===== src/twd_pkg.sv =====
package twd_pkg;
  // ----------------------------------------
  // widths
  // ----------------------------------------
  localparam int INSTR_W = 16;
  localparam int PC_W = 21;
  localparam int DADDR_W = 12;
  localparam int DATA_W = 8;
  // ----------------------------------------
  // encodings
  // ----------------------------------------
  localparam logic [3:0] SECOND_PREFIX = 4'hF;
  localparam logic [7:0] OPC_CALL_HI = 8'hEC;
  localparam logic [6:0] OPC_CALL_MASK = 7'h76;
  localparam logic [3:0] OPC_MOVE_FF = 4'hC;
  localparam logic [7:0] OPC_JUMP = 8'hEF;
  localparam logic [9:0] OPC_LOAD_PTR = 10'h3B8;
  localparam logic [PC_W-1:0] PC_STEP = 21'h000002;
  localparam logic [PC_W-1:0] PC_RESET = 21'h000000;
  // ----------------------------------------
  // data map
  // ----------------------------------------
  localparam logic [DADDR_W-1:0] SPECIAL_LOW = 12'hF40;
  localparam logic [DADDR_W-1:0] SPECIAL_HIGH = 12'hFFF;
  localparam logic [DADDR_W-1:0] NOACC_LOW = 12'hEB0;
  localparam logic [DADDR_W-1:0] NOACC_HIGH = 12'hF5F;
  localparam logic [DADDR_W-1:0] ACC_HIGH_BASE = 12'hF00;
  localparam logic [DATA_W-1:0] UNIMPL_VALUE = 8'h00;
  typedef enum logic [1:0] {
    TWD_FIRST, TWD_SECOND
  } twd_phase_type;
endpackage


===== src/twd_impl_map.sv =====
`timescale 1ns/1ps
// registered table of which special register addresses are implemented
module twd_impl_map #(
  parameter int ENTRIES = 192
) (
  // clock
  input wire logic ref_clk,
  // lookup
  input wire logic [7:0] index,
  output logic hit,
  // configuration
  input wire logic [ENTRIES-1:0] impl_mask
);
  always_ff @(posedge ref_clk) begin
    hit <= (index < 8'(ENTRIES)) ? impl_mask[index] : 1'b0;
  end
endmodule // twd_impl_map


===== src/twd_decoder.sv =====
`timescale 1ns/1ps
// Behaviour
// - call, file move, jump and pointer load are the two-word instructions
// - second word has prefix 1111; low 12 bits are literal
// - second word after its first word yields its literal
// - second word alone executes as a no-operation, no state change
// - special register region spans F40h to FFFh
// - unimplemented special register locations read as zero
// - EB0h to F5Fh not reachable through access-bank addressing
// - absolute call or jump loads word address into PC bits 20:1
// - PC advances by two per sequential word
module twd_decoder
  import twd_pkg::*;
#(
  parameter int SPECIAL_ENTRIES = 192,
  parameter logic [SPECIAL_ENTRIES-1:0] SPECIAL_IMPL = '1
) (
  // clock and reset
  input wire logic ref_clk,
  input wire logic reset,
  // fetch
  input wire logic instr_valid,
  input wire logic [twd_pkg::INSTR_W-1:0] instr_word,
  input wire logic skip_next,
  input wire logic redirect,
  input wire logic [twd_pkg::PC_W-1:0] redirect_pc,
  output logic [twd_pkg::PC_W-1:0] pc,
  // decode results
  output logic is_two_word,
  output logic literal_valid,
  output logic [twd_pkg::DADDR_W-1:0] literal,
  output logic orphan_nop,
  output logic pending_second,
  // data address decode
  input wire logic daddr_valid,
  input wire logic [twd_pkg::DADDR_W-1:0] daddr,
  input wire logic access_mode,
  input wire logic [twd_pkg::DATA_W-1:0] special_rdata_in,
  output logic in_special,
  output logic access_allowed,
  output logic [twd_pkg::DATA_W-1:0] special_rdata
);
  import twd_pkg::*;

  // ----------------------------------------
  // instruction classification
  // ----------------------------------------
  function automatic logic first_of_two(input logic [INSTR_W-1:0] w);
    logic call_hit;
    call_hit = (w[15:9] == OPC_CALL_MASK);
    return call_hit || (w[15:12] == OPC_MOVE_FF) ||
           (w[15:8] == OPC_JUMP) || (w[15:6] == OPC_LOAD_PTR);
  endfunction

  function automatic logic is_absolute(input logic [INSTR_W-1:0] w);
    return (w[15:9] == OPC_CALL_MASK) || (w[15:8] == OPC_JUMP);
  endfunction

  function automatic logic in_range(input logic [DADDR_W-1:0] a,
                                    input logic [DADDR_W-1:0] lo,
                                    input logic [DADDR_W-1:0] hi);
    return (a >= lo) && (a <= hi);
  endfunction

  twd_phase_type phase_reg;
  logic [7:0] abs_low_reg;
  logic first_abs_reg;
  logic second_prefix;
  logic take_second;
  logic [PC_W-1:0] pc_next;

  assign second_prefix = instr_word[15:12] == SECOND_PREFIX;
  assign take_second = instr_valid && phase_reg == TWD_SECOND;

  // ----------------------------------------
  // pending second-word state
  // ----------------------------------------
  // a skip or redirect orphans any second word that follows
  always_ff @(posedge ref_clk) begin
    if (reset) begin
      phase_reg <= TWD_FIRST;
    end else if (skip_next || redirect) begin
      phase_reg <= TWD_FIRST;
    end else if (instr_valid) begin
      case (phase_reg)
        TWD_FIRST: begin
          if (first_of_two(instr_word)) begin
            phase_reg <= TWD_SECOND;
          end
        end
        default: begin
          phase_reg <= TWD_FIRST;
        end
      endcase
    end
  end
  assign pending_second = phase_reg == TWD_SECOND;

  always_ff @(posedge ref_clk) begin
    if (reset) begin
      abs_low_reg <= 8'h00;
      first_abs_reg <= 1'b0;
    end else if (instr_valid && phase_reg == TWD_FIRST) begin
      abs_low_reg <= instr_word[7:0];
      first_abs_reg <= is_absolute(instr_word);
    end
  end

  // ----------------------------------------
  // decode outputs
  // ----------------------------------------
  always_ff @(posedge ref_clk) begin
    if (reset) begin
      is_two_word <= 1'b0;
      literal_valid <= 1'b0;
      literal <= 12'h000;
      orphan_nop <= 1'b0;
    end else begin
      is_two_word <= instr_valid && phase_reg == TWD_FIRST &&
                     first_of_two(instr_word);
      literal_valid <= take_second && second_prefix;
      if (take_second && second_prefix) begin
        literal <= instr_word[11:0];
      end
      // lone second word: flagged and PC steps by two; no other output moves
      orphan_nop <= instr_valid && phase_reg == TWD_FIRST &&
                    second_prefix;
    end
  end

  // ----------------------------------------
  // program counter
  // ----------------------------------------
  always_comb begin
    pc_next = pc;
    if (redirect) begin
      pc_next = {redirect_pc[PC_W-1:1], 1'b0};
    end else if (take_second && second_prefix && first_abs_reg) begin
      pc_next = {instr_word[11:0], abs_low_reg, 1'b0};
    end else if (instr_valid) begin
      pc_next = pc + PC_STEP;
    end
  end

  always_ff @(posedge ref_clk) begin
    if (reset) begin
      pc <= PC_RESET;
    end else begin
      pc <= pc_next;
    end
  end

  // ----------------------------------------
  // special register region decode
  // ----------------------------------------
  logic impl_hit;
  logic [7:0] special_index;
  logic special_hit_reg;
  logic rd_pend_reg;
  logic [DATA_W-1:0] rdata_hold_reg;

  assign special_index = 8'(daddr - SPECIAL_LOW);

  twd_impl_map #(
    .ENTRIES(SPECIAL_ENTRIES)
  ) u_map (
    .ref_clk(ref_clk),
    .index(special_index),
    .hit(impl_hit),
    .impl_mask(SPECIAL_IMPL)
  );

  // access mode is refused EB0h..F5Fh; every other valid address is allowed
  always_ff @(posedge ref_clk) begin
    if (reset) begin
      in_special <= 1'b0;
      access_allowed <= 1'b0;
      special_hit_reg <= 1'b0;
      rd_pend_reg <= 1'b0;
      rdata_hold_reg <= UNIMPL_VALUE;
    end else begin
      in_special <= daddr_valid &&
                    in_range(daddr, SPECIAL_LOW, SPECIAL_HIGH);
      access_allowed <= daddr_valid && !(access_mode &&
                        in_range(daddr, NOACC_LOW, NOACC_HIGH));
      special_hit_reg <= daddr_valid &&
                         in_range(daddr, SPECIAL_LOW, SPECIAL_HIGH);
      rd_pend_reg <= daddr_valid;
      rdata_hold_reg <= special_rdata_in;
    end
  end

  always_ff @(posedge ref_clk) begin
    if (reset) begin
      special_rdata <= UNIMPL_VALUE;
    end else if (rd_pend_reg) begin
      special_rdata <= (special_hit_reg && !impl_hit) ? UNIMPL_VALUE
                                                      : rdata_hold_reg;
    end
  end
endmodule // twd_decoder


===== config.mk =====
export PLATFORM = sky130hd
export DESIGN_NAME = twd_decoder
export DESIGN_NICKNAME = d
export VERILOG_FILES = /design/src/twd_pkg.sv /design/src/twd_impl_map.sv /design/src/twd_decoder.sv
export SDC_FILE = /design/constraint.sdc
export NUM_CORES = 1
export LEC_CHECK = 0
export BUFFER_PORTS_ARGS = -buffer_cell sky130_fd_sc_hd__buf_4
export CORE_MARGIN = 2
export CORE_UTILIZATION = 45
export CTS_BUF_LIST = sky130_fd_sc_hd__clkbuf_8 sky130_fd_sc_hd__clkbuf_16
export DETAILED_ROUTE_END_ITERATION = 8
export PLACE_DENSITY = 0.76
export REMOVE_ABC_BUFFERS = 1
export SYNTH_ARGS = -nofsm -noshare
export SYNTH_HDL_FRONTEND = slang
export SYNTH_SLANG_ARGS = --single-unit

===== constraint.sdc =====
create_clock -name ref_clk -period 1.52 [get_ports ref_clk]
set_input_delay 0.304 -clock ref_clk [delete_from_list [all_inputs] [get_ports ref_clk]]
set_output_delay 0.304 -clock ref_clk [all_outputs]
set_load 0.1 [all_outputs]

== Word-level counts from Yosys, hierarchy flattened ==
Memory sizes are Yosys's and may differ from the RTL's. A register that Yosys moved wholly into a read port is not among the register bits.
Cells that the tools add are included.
Widths: inputs -> output; s select.

* Eq/ne operators: 7
* Mux-type cells: 6
* Reductions and logical operators: 25
* Add/subtract/negate cells: 2
* $lt $le $gt $ge: 5

{| class="wikitable"
|+ Operators by type and width
! operator !! number
|-
| $mux 21 || 3
|-
| $ge 12x12->1 const B || 2
|-
| $le 12x12->1 const B || 2
|-
| $add 21x2->21 const B || 1
|-
| $logic_and 1x1->1 || 12
|-
| $eq 10x10->1 const B || 1
|-
| $eq 4x4->1 const B || 2
|-
| $eq 8x8->1 const B || 1
|-
| $lt 8x8->1 const B || 1
|-
| $mux 8 || 1
|-
| $sub 8x7->8 const B || 1
|-
| $eq 7x7->1 const B || 1
|-
| $logic_or 1x1->1 || 5
|-
| $mux 2 || 2
|-
| $logic_not 1->1 || 3
|-
| $reduce_bool 3->1 || 1
|-
| $reduce_or 3->1 || 1
|-
| $eq 2x1->1 const B || 1
|-
| $logic_not 2->1 || 1
|-
| $ne 2x2->1 const B || 1
|-
| $reduce_and 2->1 || 1
|-
| $reduce_or 2->1 || 1
|}

* Logic and storage cells: 60
* Input bits: 64
* Bits in read-only memories: 256
* Output and inout port bits: 47
* Memories kept: 1
* Flip-flop bits (word level): 66

{| class="wikitable"
|+ Memory list
! memory !! words !! width !! read ports !! clocked after Yosys merged registers in !! write ports !! RTL line !! text
|-
| (name not given) || 256 || 1 || 1 || 1 || 0 || twd_impl_map.sv:15 || <nowiki>hit <= (index < 8'(ENTRIES)) ? impl_mask[index] : 1'b0;</nowiki>
|}

== Logic depth before layout (Yosys ltp) ==
Gate-level depths: netlist of the first run.

* Word-level depth: 6
* Mapped depth: 6
* Gate-level depth less buffers: 6

== Hierarchy ==
A second synthesis of the first run with hierarchy kept.

* Cell total of the unflattened synthesis: 573
* Area total of the unflattened synthesis: 4952.2 µm²

{| class="wikitable"
|+ Modules (own cells, without submodules)
! module !! instances !! cells an instance !! area an instance (µm²) !! seq. area each (µm²)
|-
| twd_decoder || 1 || 382 || 3045.4 || 1281.2
|-
| twd_impl_map || 1 || 191 || 1906.8 || 20.0
|}

== Worst setup path before layout of the first run ==
Ideal clock, no wire load.

* Kind: reg2reg
* From: register pc[1] (netlist name)
* To: register pc[17] (netlist name)
* Path slack: -932 ps
* Buffers on the path: 0
* Arrival: 2320 ps
* Data required time: 1388 ps
* Setup time: 132 ps
* Cell stages (with the launch flop): 7
* Path through: dfxtp_1 -> ha_1 -> nand3_1 -> or3_4 -> and2b_2 -> xnor2_1 -> o32ai_1

* Cells in the longest elaborated chain, start to end: 4

{| class="wikitable"
|+ RTL lines
! element !! RTL line !! text
|-
| start: declaration || twd_decoder.sv:27 || <nowiki>output logic [twd_pkg::PC_W-1:0] pc,</nowiki>
|-
| start signal: assignment || twd_decoder.sv:149 || <nowiki>pc <= pc_next;</nowiki>
|-
| $add 21x2->21 || twd_decoder.sv:141 || <nowiki>pc_next = pc + PC_STEP;</nowiki>
|-
| $mux 21 || twd_decoder.sv:140 || <nowiki>end else if (instr_valid) begin</nowiki>
|-
| $mux 21 || twd_decoder.sv:138 || <nowiki>end else if (take_second && second_prefix && first_abs_reg) begin</nowiki>
|-
| $mux 21 || twd_decoder.sv:136 || <nowiki>if (redirect) begin</nowiki>
|}

Every way passes these cells. The select of a mux whose other input is x is not followed.
A chain may end at the register's enable or synchronous reset.

== Worst setup path after layout of the first run ==
* From: register pc[2] (netlist name)
* To: register pc[17] (netlist name)

Same word-level chain as after synthesis.

==> Flow_metrics.wiki, run 1 <==
{| class="wikitable"
! Metric !! Value
|-
| Number of fill cells in the layout || 537
|-
| Combined global-route utilization of all metal layers || 24.3%
|-
| Data required, critical path || 1.74 ns
|-
| Power density normalized to cell area || 970 nW/um^2
|-
| Layout cells sized above 1 || 38.4%
|-
| Area overhead of the layout relative to synthesis || 49.4%
|-
| CTS buffer count || 9
|-
| WL/cell || 14.8 um
|-
| Total wire length || 8920 um
|-
| Latest clock arrival within the worst-skew pair || 0.34 ns
|-
| RSZ-0062 raised after global routing || true
|-
| Depth of the CTS H-tree || 3
|-
| Final-layout worst hold slack || 0.128 ns
|-
| Met3 usage in global routing || 4.38%
|-
| Top reg by flops || pc
|-
| Setup violations, final || 6
|-
| Wire length of the first global-routing pass || 14400 um
|-
| Cell count after synthesis || 374
|-
| FFs w/ async S/R, synth || 0%
|-
| Setup_tns || -0.131 ns
|-
| Synthesized area divided by synthesized cell count || 8.21 um^2
|-
| Vert. Die Dim || 86.6 um
|-
| Maximum capacitance violations || 0
|-
| Clock input transition at the sequential cells of the worst setup and hold paths || 0.08 ns
|-
| Timing-limited maximum frequency || 617 MHz
|-
| Number of clock sinks || 65
|-
| Die width || 86.6 um
|-
| Area share of the largest cell type after synthesis || 42.4%
|-
| GR Util met1 || 30.6%
|-
| Sort of element at the end of the critical path || register
|-
| R2r worst-path depth || 6
|-
| Hold path startpoint || skip_next
|-
| Number of antenna violations at the first check in global routing || 0
|-
| Number of global-route vias before repair || 3162
|-
| Peak-usage layer in the global routing report || met2
|-
| Port buffer count || 104
|-
| Initial DRT Pass Iterations || 4
|-
| Maximum number of pins on one net before global-route repair || 31
|-
| Ys flop type || dfxtp_1
|-
| Top Registers || pc: 20 flops, literal: 12 flops
|-
| Number of top-level pins || 111
|-
| Flip-flop count of the largest register, all copies and words added || 20
|-
| Setup slack of the critical path after layout || -0.101 ns
|-
| CTS tree || done
|-
| Maximum fanout count along the critical path || 4
|-
| List of most frequent post-synthesis cells || dfxtp_1, nand2_1, a21oi_1
|-
| Worst-case clock skew || 0.0111 ns
|-
| Largest area contributor in the synthesized netlist || dfxtp_1
|-
| # nets final || 581
|-
| Die area || 7500 um^2
|-
| Synthesized area || 3070 um^2
|-
| Starting DRC count in detailed routing || 180
|-
| Placer's final routability congestion estimate || 0.865
|-
| Starting Density || 46.0%
|-
| Leakage component of the power || 1.87 nW
|-
| Slack of the worst reg-to-reg path || -0.10 ns
|-
| Grt met2 use || 41.5%
|-
| Portion of the clock cycle consumed by the worst path in the final layout || 107%
|-
| Final std cell area, no fill || 4590 um^2
|-
| Number of hold violations in the final report || 0
|-
| Worst hold path type || in2reg
|-
| End point of the most critical hold path || phase_reg[0]$_SDFFE_PP0P_
|-
| Number of unique standard cell types used by synthesis || 46
|-
| Count of nets left with antenna violations after detail routing || 0
|-
| IR Drop Worst-Case VDD || 0.538 mV
|-
| DRC viols || 0
|-
| Part of the Yosys area used for sequential elements || 42.4%
|-
| Number of diodes added for antenna fixing || 0
|-
| Top area cells in the synthesized netlist || dfxtp_1, nor2b_1, nand2_1
|-
| Violated checks || negative setup slack
|-
| Capturing point of the worst reg2reg path || pc[17]$_SDFFE_PP0P_
|-
| Cell depth of the worst hold path || 2
|-
| Final Slew Violations || 0
|-
| Vias per cell || 5.39
|-
| Launch point of the worst reg-to-reg path || pc[2]$_SDFFE_PP0P_
|-
| Vias after detailed routing || 3241
|-
| Layout Utilization || 68.7%
|-
| Flops & latches, synth || 65
|-
| Total number of placement rows || 30
|-
| Root Driver || clkbuf_8
|-
| Kind of start point of the critical path || register
|-
| Hold-fix buffers, CTS || 0
|-
| Leftover overflow at the end of global routing || 0
|-
| Hpwl dp || 6330 um
|-
| Most repeated cell in the gate-level netlist after synthesis || dfxtp_1
|-
| Post-layout minimum cycle time || 1.62 ns
|-
| Post-synth EDFFs || 0
|-
| Signal arrival time at the worst endpoint || 1.84 ns
|-
| Status || finished, violations left
|-
| Launching element of the worst setup path || pc[2]$_SDFFE_PP0P_
|-
| Total number of yosys warnings || 0
|-
| Worst setup slack after placement || -0.168 ns
|-
| Category of the most critical setup path || reg2reg
|-
| Max Buffers Root-to-Sink || 2
|-
| Area of the core || 6680 um^2
|-
| Cell area after placement || 4210 um^2
|}
==> worst max-delay path, cell delays in order (launching register included) <==
cell     delay, ns
dfxtp_4       0.38
ha_4          0.15
nand3_4       0.08
or3_4         0.41
and2b_2       0.26
xnor2_2       0.12
o32ai_2       0.09
==> how the worst max path moves through the flow <==
stage	end	depth (start not counted)
4_1_cts	pc[17]$_SDFFE_PP0P_	6
3_3_place_gp	pc[17]$_SDFFE_PP0P_	6
2_1_floorplan	pc[17]$_SDFFE_PP0P_	6
6_report	pc[17]$_SDFFE_PP0P_	6
3_5_place_dp	pc[17]$_SDFFE_PP0P_	6
5_1_grt	pc[17]$_SDFFE_PP0P_	6
==> power breakdown <==
| part | total [mW] | internal, mW | switching [mW] |
|---|---|---|---|
| Sequential | 1.83 | 1.78 | 0.0551 |
| Clock | 1.66 | 0.974 | 0.690 |
| Combinational | 0.956 | 0.348 | 0.607 |
| Total | 4.45 | 3.10 | 1.35 |
==> cells in the final DEF (no fill, tap or decap), types with 5 or more instances in the layout <==
cell type    n
a21oi_1     39
a31oi_1      5
nor2b_1     34
nand2b_1    13
xnor2_1      5
o32ai_1      7
nor2_1      12
nand2_1     53
inv_1        5
dfxtp_1     60
o21ai_0      9
xor2_1       6
nand4_1      6
a311oi_1     9
clkbuf_8    10
buf_4      153
nand3_1     15
nor3b_1      6
nor3_1      11
==> layout make-up <==
type	count	area, um^2	share of cell area [%]
Clock buffer	10	138	3.00
Sequential cell	65	1310	28.6
Multi-Input combinational cell	279	1740	37.9
Timing Repair Buffer	156	1190	26.0
Clock inverter	6	90.1	1.96
Inverter	5	18.8	0.409
Tap cell	80	100	2.18
==> kinds of logic after synthesis <==
logic type | Yosys count | share of synthesized area (%)
compound gates | 89 | 18.7
other cells | 1 | 0.122
fa+ha+maj | 1 | 0.407
simple gates | 175 | 30.7
xor+xnor | 13 | 3.71
buf+inv | 30 | 4.03
flops | 65 | 42.4
==> timing repair <==
action                                  in CTS  in global routing
pin swaps                                   10                  2
cloned                                       0                  0
setup buffers                                3                  2
resized for setup                           13                 16
endpoints found under the setup margin      10                 18
==> layer usage <==
layer	part of all wire (%)	up-vias	wire [um]
met5	0	-	0
met2	49	98	4410
met3	5.6	17	500
li1	-	1605	-
met4	2.1	0	187
met1	43	1521	3820
==> stage by stage <==
stage / std cells / power [mW]
after floorplan: 349 / 2.39
after global placement: 580 / 2.77
after detailed placement: 580 / 2.79
after CTS: 599 / 4.46
after global routing: 601 / 4.60
final: 601 / 4.45
Power figures use the tool's default switching activity.
==> run 2: changes to the inputs <==
==> constraint.sdc (replaced) <==
create_clock -name ref_clk -period 1.52 [get_ports ref_clk]
set_input_delay 0.38 -clock ref_clk [delete_from_list [all_inputs] [get_ports ref_clk]]
set_output_delay 0.38 -clock ref_clk [all_outputs]
set_load 0.1 [all_outputs]
==> run 2 against run 1 <==
  * The run still ends with negative setup slack left
  * Global-route usage about the same
  * Sequential cell count unchanged
  * Critical path depth unchanged
  * Sequential power about the same
  * Register-to-register slack improved by 0.03 ns
  * Routed wire length increased by 3.0%
==> Flow_metrics.wiki, run 2 (synthesis results as in run 1) <==
{| class="wikitable"
! Metric !! Value
|-
| Top reg by flops || pc (unchanged)
|-
| Die width || 86.6 um (unchanged)
|-
| Family with the most delay on the worst path || simple AND/OR/NAND/NOR gates (unchanged)
|-
| Number of hold violations in the final report || 0 (unchanged)
|-
| Capturing point of the worst reg2reg path || pc[17]$_SDFFE_PP0P_ (unchanged)
|-
| Vias after detailed routing || 3284 (was 3241)
|-
| Hpwl dp || 6540 um (was 6330 um)
|-
| Area of the core || 6680 um^2 (unchanged)
|-
| Leftover overflow at the end of global routing || 0 (unchanged)
|-
| Length of routed met2 wiring || 4650 um (was 4410 um)
|-
| End point of the most critical hold path || phase_reg[0]$_SDFFE_PP0P_ (unchanged)
|-
| Vert. Die Dim || 86.6 um (unchanged)
|-
| Sort of element at the end of the critical path || register (unchanged)
|-
| Number of clock sinks || 65 (unchanged)
|-
| Maximum capacitance violations || 0 (unchanged)
|-
| Total power || 4.70 mW (was 4.45 mW)
|-
| Total number of placement rows || 30 (unchanged)
|-
| Category of the most critical setup path || reg2reg (unchanged)
|-
| Slack of the worst reg-to-reg path || -0.07 ns (was -0.10 ns)
|-
| Violated checks || negative setup slack (unchanged)
|-
| Final Slew Violations || 0 (unchanged)
|-
| Flip-flop count of the largest register, all copies and words added || 20 (unchanged)
|-
| Die area || 7500 um^2 (unchanged)
|-
| Leakage component of the power || 1.92 nW (was 1.87 nW)
|-
| Detailed route wirelength on metal3 || 494 um (was 500 um)
|-
| Kind of start point of the critical path || register (unchanged)
|-
| Vias per cell || 5.43 (was 5.39)
|-
| Total wire length || 9180 um (was 8920 um)
|-
| Depth of the CTS H-tree || 3 (unchanged)
|-
| Launch point of the worst reg-to-reg path || pc[1]$_SDFFE_PP0P_ (was pc[2]$_SDFFE_PP0P_)
|-
| Latest clock arrival within the worst-skew pair || 0.34 ns (about the same)
|-
| Number of diodes added for antenna fixing || 0 (unchanged)
|-
| Placer's final routability congestion estimate || 0.868 (was 0.865)
|-
| Highest routed layer || met4 (unchanged)
|-
| Cell at the slowest stage of the critical path || or3_4 (unchanged)
|-
| Hold-fix buffers, CTS || 0 (unchanged)
|-
| Number of global-route vias before repair || 3086 (was 3162)
|-
| Data required, critical path || 1.74 ns (about the same)
|-
| Root Driver || clkbuf_8 (unchanged)
|-
| Post-layout minimum cycle time || 1.59 ns (was 1.62 ns)
|-
| # placed instances || 584 (was 580)
|-
| Initial DRT Pass Iterations || 4 (unchanged)
|-
| WL/cell || 15.2 um (was 14.8 um)
|-
| Combined global-route utilization of all metal layers || 24.3% (about the same)
|-
| IR Drop Worst-Case VDD || 0.669 mV (was 0.538 mV)
|-
| # nets final || 585 (was 581)
|-
| R2r worst-path depth || 6 (unchanged)
|-
| Power density normalized to cell area || 1010 nW/um^2 (was 970 nW/um^2)
|-
| Portion of the clock cycle consumed by the worst path in the final layout || 105% (was 107%)
|-
| Count of nets left with antenna violations after detail routing || 0 (unchanged)
|-
| Final instance count without filler cells || 605 (was 601)
|-
| Leading cell type in the layout, fill and taps excluded || buf_4 (unchanged)
|-
| Number of antenna violations at the first check in global routing || 0 (unchanged)
|-
| Maximum number of pins on one net before global-route repair || 22 (was 31)
|-
| Maximum fanout count along the critical path || 4 (unchanged)
|-
| Max Buffers Root-to-Sink || 2 (unchanged)
|-
| Setup slack of the critical path after layout || -0.0732 ns (was -0.101 ns)
|-
| CTS buffer count || 9 (unchanged)
|-
| Starting Density || 46.0% (unchanged)
|-
| Number of top-level pins || 111 (unchanged)
|-
| Setup violations, final || 7 (was 6)
|-
| Hold path startpoint || skip_next (unchanged)
|-
| Worst path bufs/invs || 0 (unchanged)
|-
| Clock input transition at the sequential cells of the worst setup and hold paths || 0.07 ns (was 0.08 ns)
|-
| Signal arrival time at the worst endpoint || 1.81 ns (was 1.84 ns)
|-
| DRC viols || 0 (unchanged)
|-
| Cell depth of the worst hold path || 2 (unchanged)
|-
| Worst-case clock skew || 0.00944 ns (was 0.0111 ns)
|-
| Port buffer count || 104 (unchanged)
|-
| M1 WL || 3920 um (was 3820 um)
|-
| Area overhead of the layout relative to synthesis || 52.3% (was 49.4%)
|-
| Status || finished, violations left (unchanged)
|-
| Number of fill cells in the layout || 543 (was 537)
|-
| Most used cells in the layout excluding fill and tap cells || buf_4, dfxtp_1, nand2_1 (unchanged)
|-
| Timing-limited maximum frequency || 628 MHz (was 617 MHz)
|-
| Layout cells sized above 1 || 38.5% (was 38.4%)
|-
| Wire length of the first global-routing pass || 14300 um (was 14400 um)
|-
| Delay of the slowest cell on the worst path || 0.44 ns (was 0.41 ns)
|-
| Worst hold path type || in2reg (unchanged)
|-
| Starting DRC count in detailed routing || 153 (was 180)
|-
| Top Registers || pc: 20 flops, literal: 12 flops (unchanged)
|-
| CTS tree || done (unchanged)
|-
| Cell-by-cell listing of the critical path || ha_4 > nand3_2 > or3_4 > and2b_2 > xnor2_1 > o32ai_1 (was ha_4 > nand3_4 > or3_4 > and2b_2 > xnor2_2 > o32ai_2)
|-
| RSZ-0062 raised after global routing || true (unchanged)
|}
[run 2: cell count changes in the layout (fill, tap and decap cells not counted), moves of 2 or more]
cell       delta
xnor2_1       +2
nand3_2       +2
xnor2_2       -2
bufinv_16     +2
buf_6         +6
buf_4         -3
inv_1         +2
[run 2: stage by stage]
| step | hold slack (ns) | area (um^2) | util (%) | setup TNS [ns] | setup slack [ns] |
|---|---|---|---|---|---|
| after floorplan | 0.427 | 2970 | - | -21.32 | -0.934 |
| after global placement | 0.443 | 4260 | 63.7 | -1.89 | -0.217 |
| after detailed placement | 0.448 | 4260 | 63.7 | -2.30 | -0.242 |
| after CTS | 0.210 | 4570 | 68.4 | -0.0358 | -0.0185 |
| after global routing | 0.207 | 4680 | 70.0 | -1.03 | -0.166 |
| final | 0.212 | 4680 | 70.0 | -0.287 | -0.0732 |
[run 2: cell type report]
cell class / count / area, um^2 / area share, %
repair buffers: 160 / 1260 / 26.8
well taps: 80 / 100 / 2.14
inverters: 5 / 18.8 / 0.401
clock inverters: 7 / 135 / 2.89
multi-input cells: 279 / 1730 / 37.0
flip-flops and latches: 65 / 1310 / 28.0
clock buffers: 9 / 124 / 2.65
[run 2: routing by layer]
metal	up-vias	GRT usage [%]
met1	1552	29.5
li1	1618	-
met4	0	5.54
met2	100	43.0
met3	14	6.38
met5	-	0
[run 2: power by group]
group          internal [mW]  switching [mW]  total (mW)
combinational          0.359           0.615       0.973
sequential              1.78          0.0524        1.83
clock                   1.24           0.658        1.90
[run 2: worst max-delay path by stage]
stage | startpoint | to | slack (ns) | cells after the start
floorplan | pc[1]$_SDFFE_PP0P_ | pc[17]$_SDFFE_PP0P_ | -0.93 | 6
global placement | instr_word[14] | pc[5]$_SDFFE_PP0P_ | -0.22 | 6
detailed placement | instr_word[14] | pc[5]$_SDFFE_PP0P_ | -0.24 | 7
CTS | pc[1]$_SDFFE_PP0P_ | pc[18]$_SDFFE_PP0P_ | -0.02 | 6
global route | pc[1]$_SDFFE_PP0P_ | pc[20]$_SDFFE_PP0P_ | -0.17 | 7
finish | pc[1]$_SDFFE_PP0P_ | pc[17]$_SDFFE_PP0P_ | -0.07 | 6
[run 2: timing repair]
action,4_1_cts,5_1_grt
pin swaps,10,13
buffers inserted,3,2
endpoints found under the setup margin,13,19
resized for setup,11,22
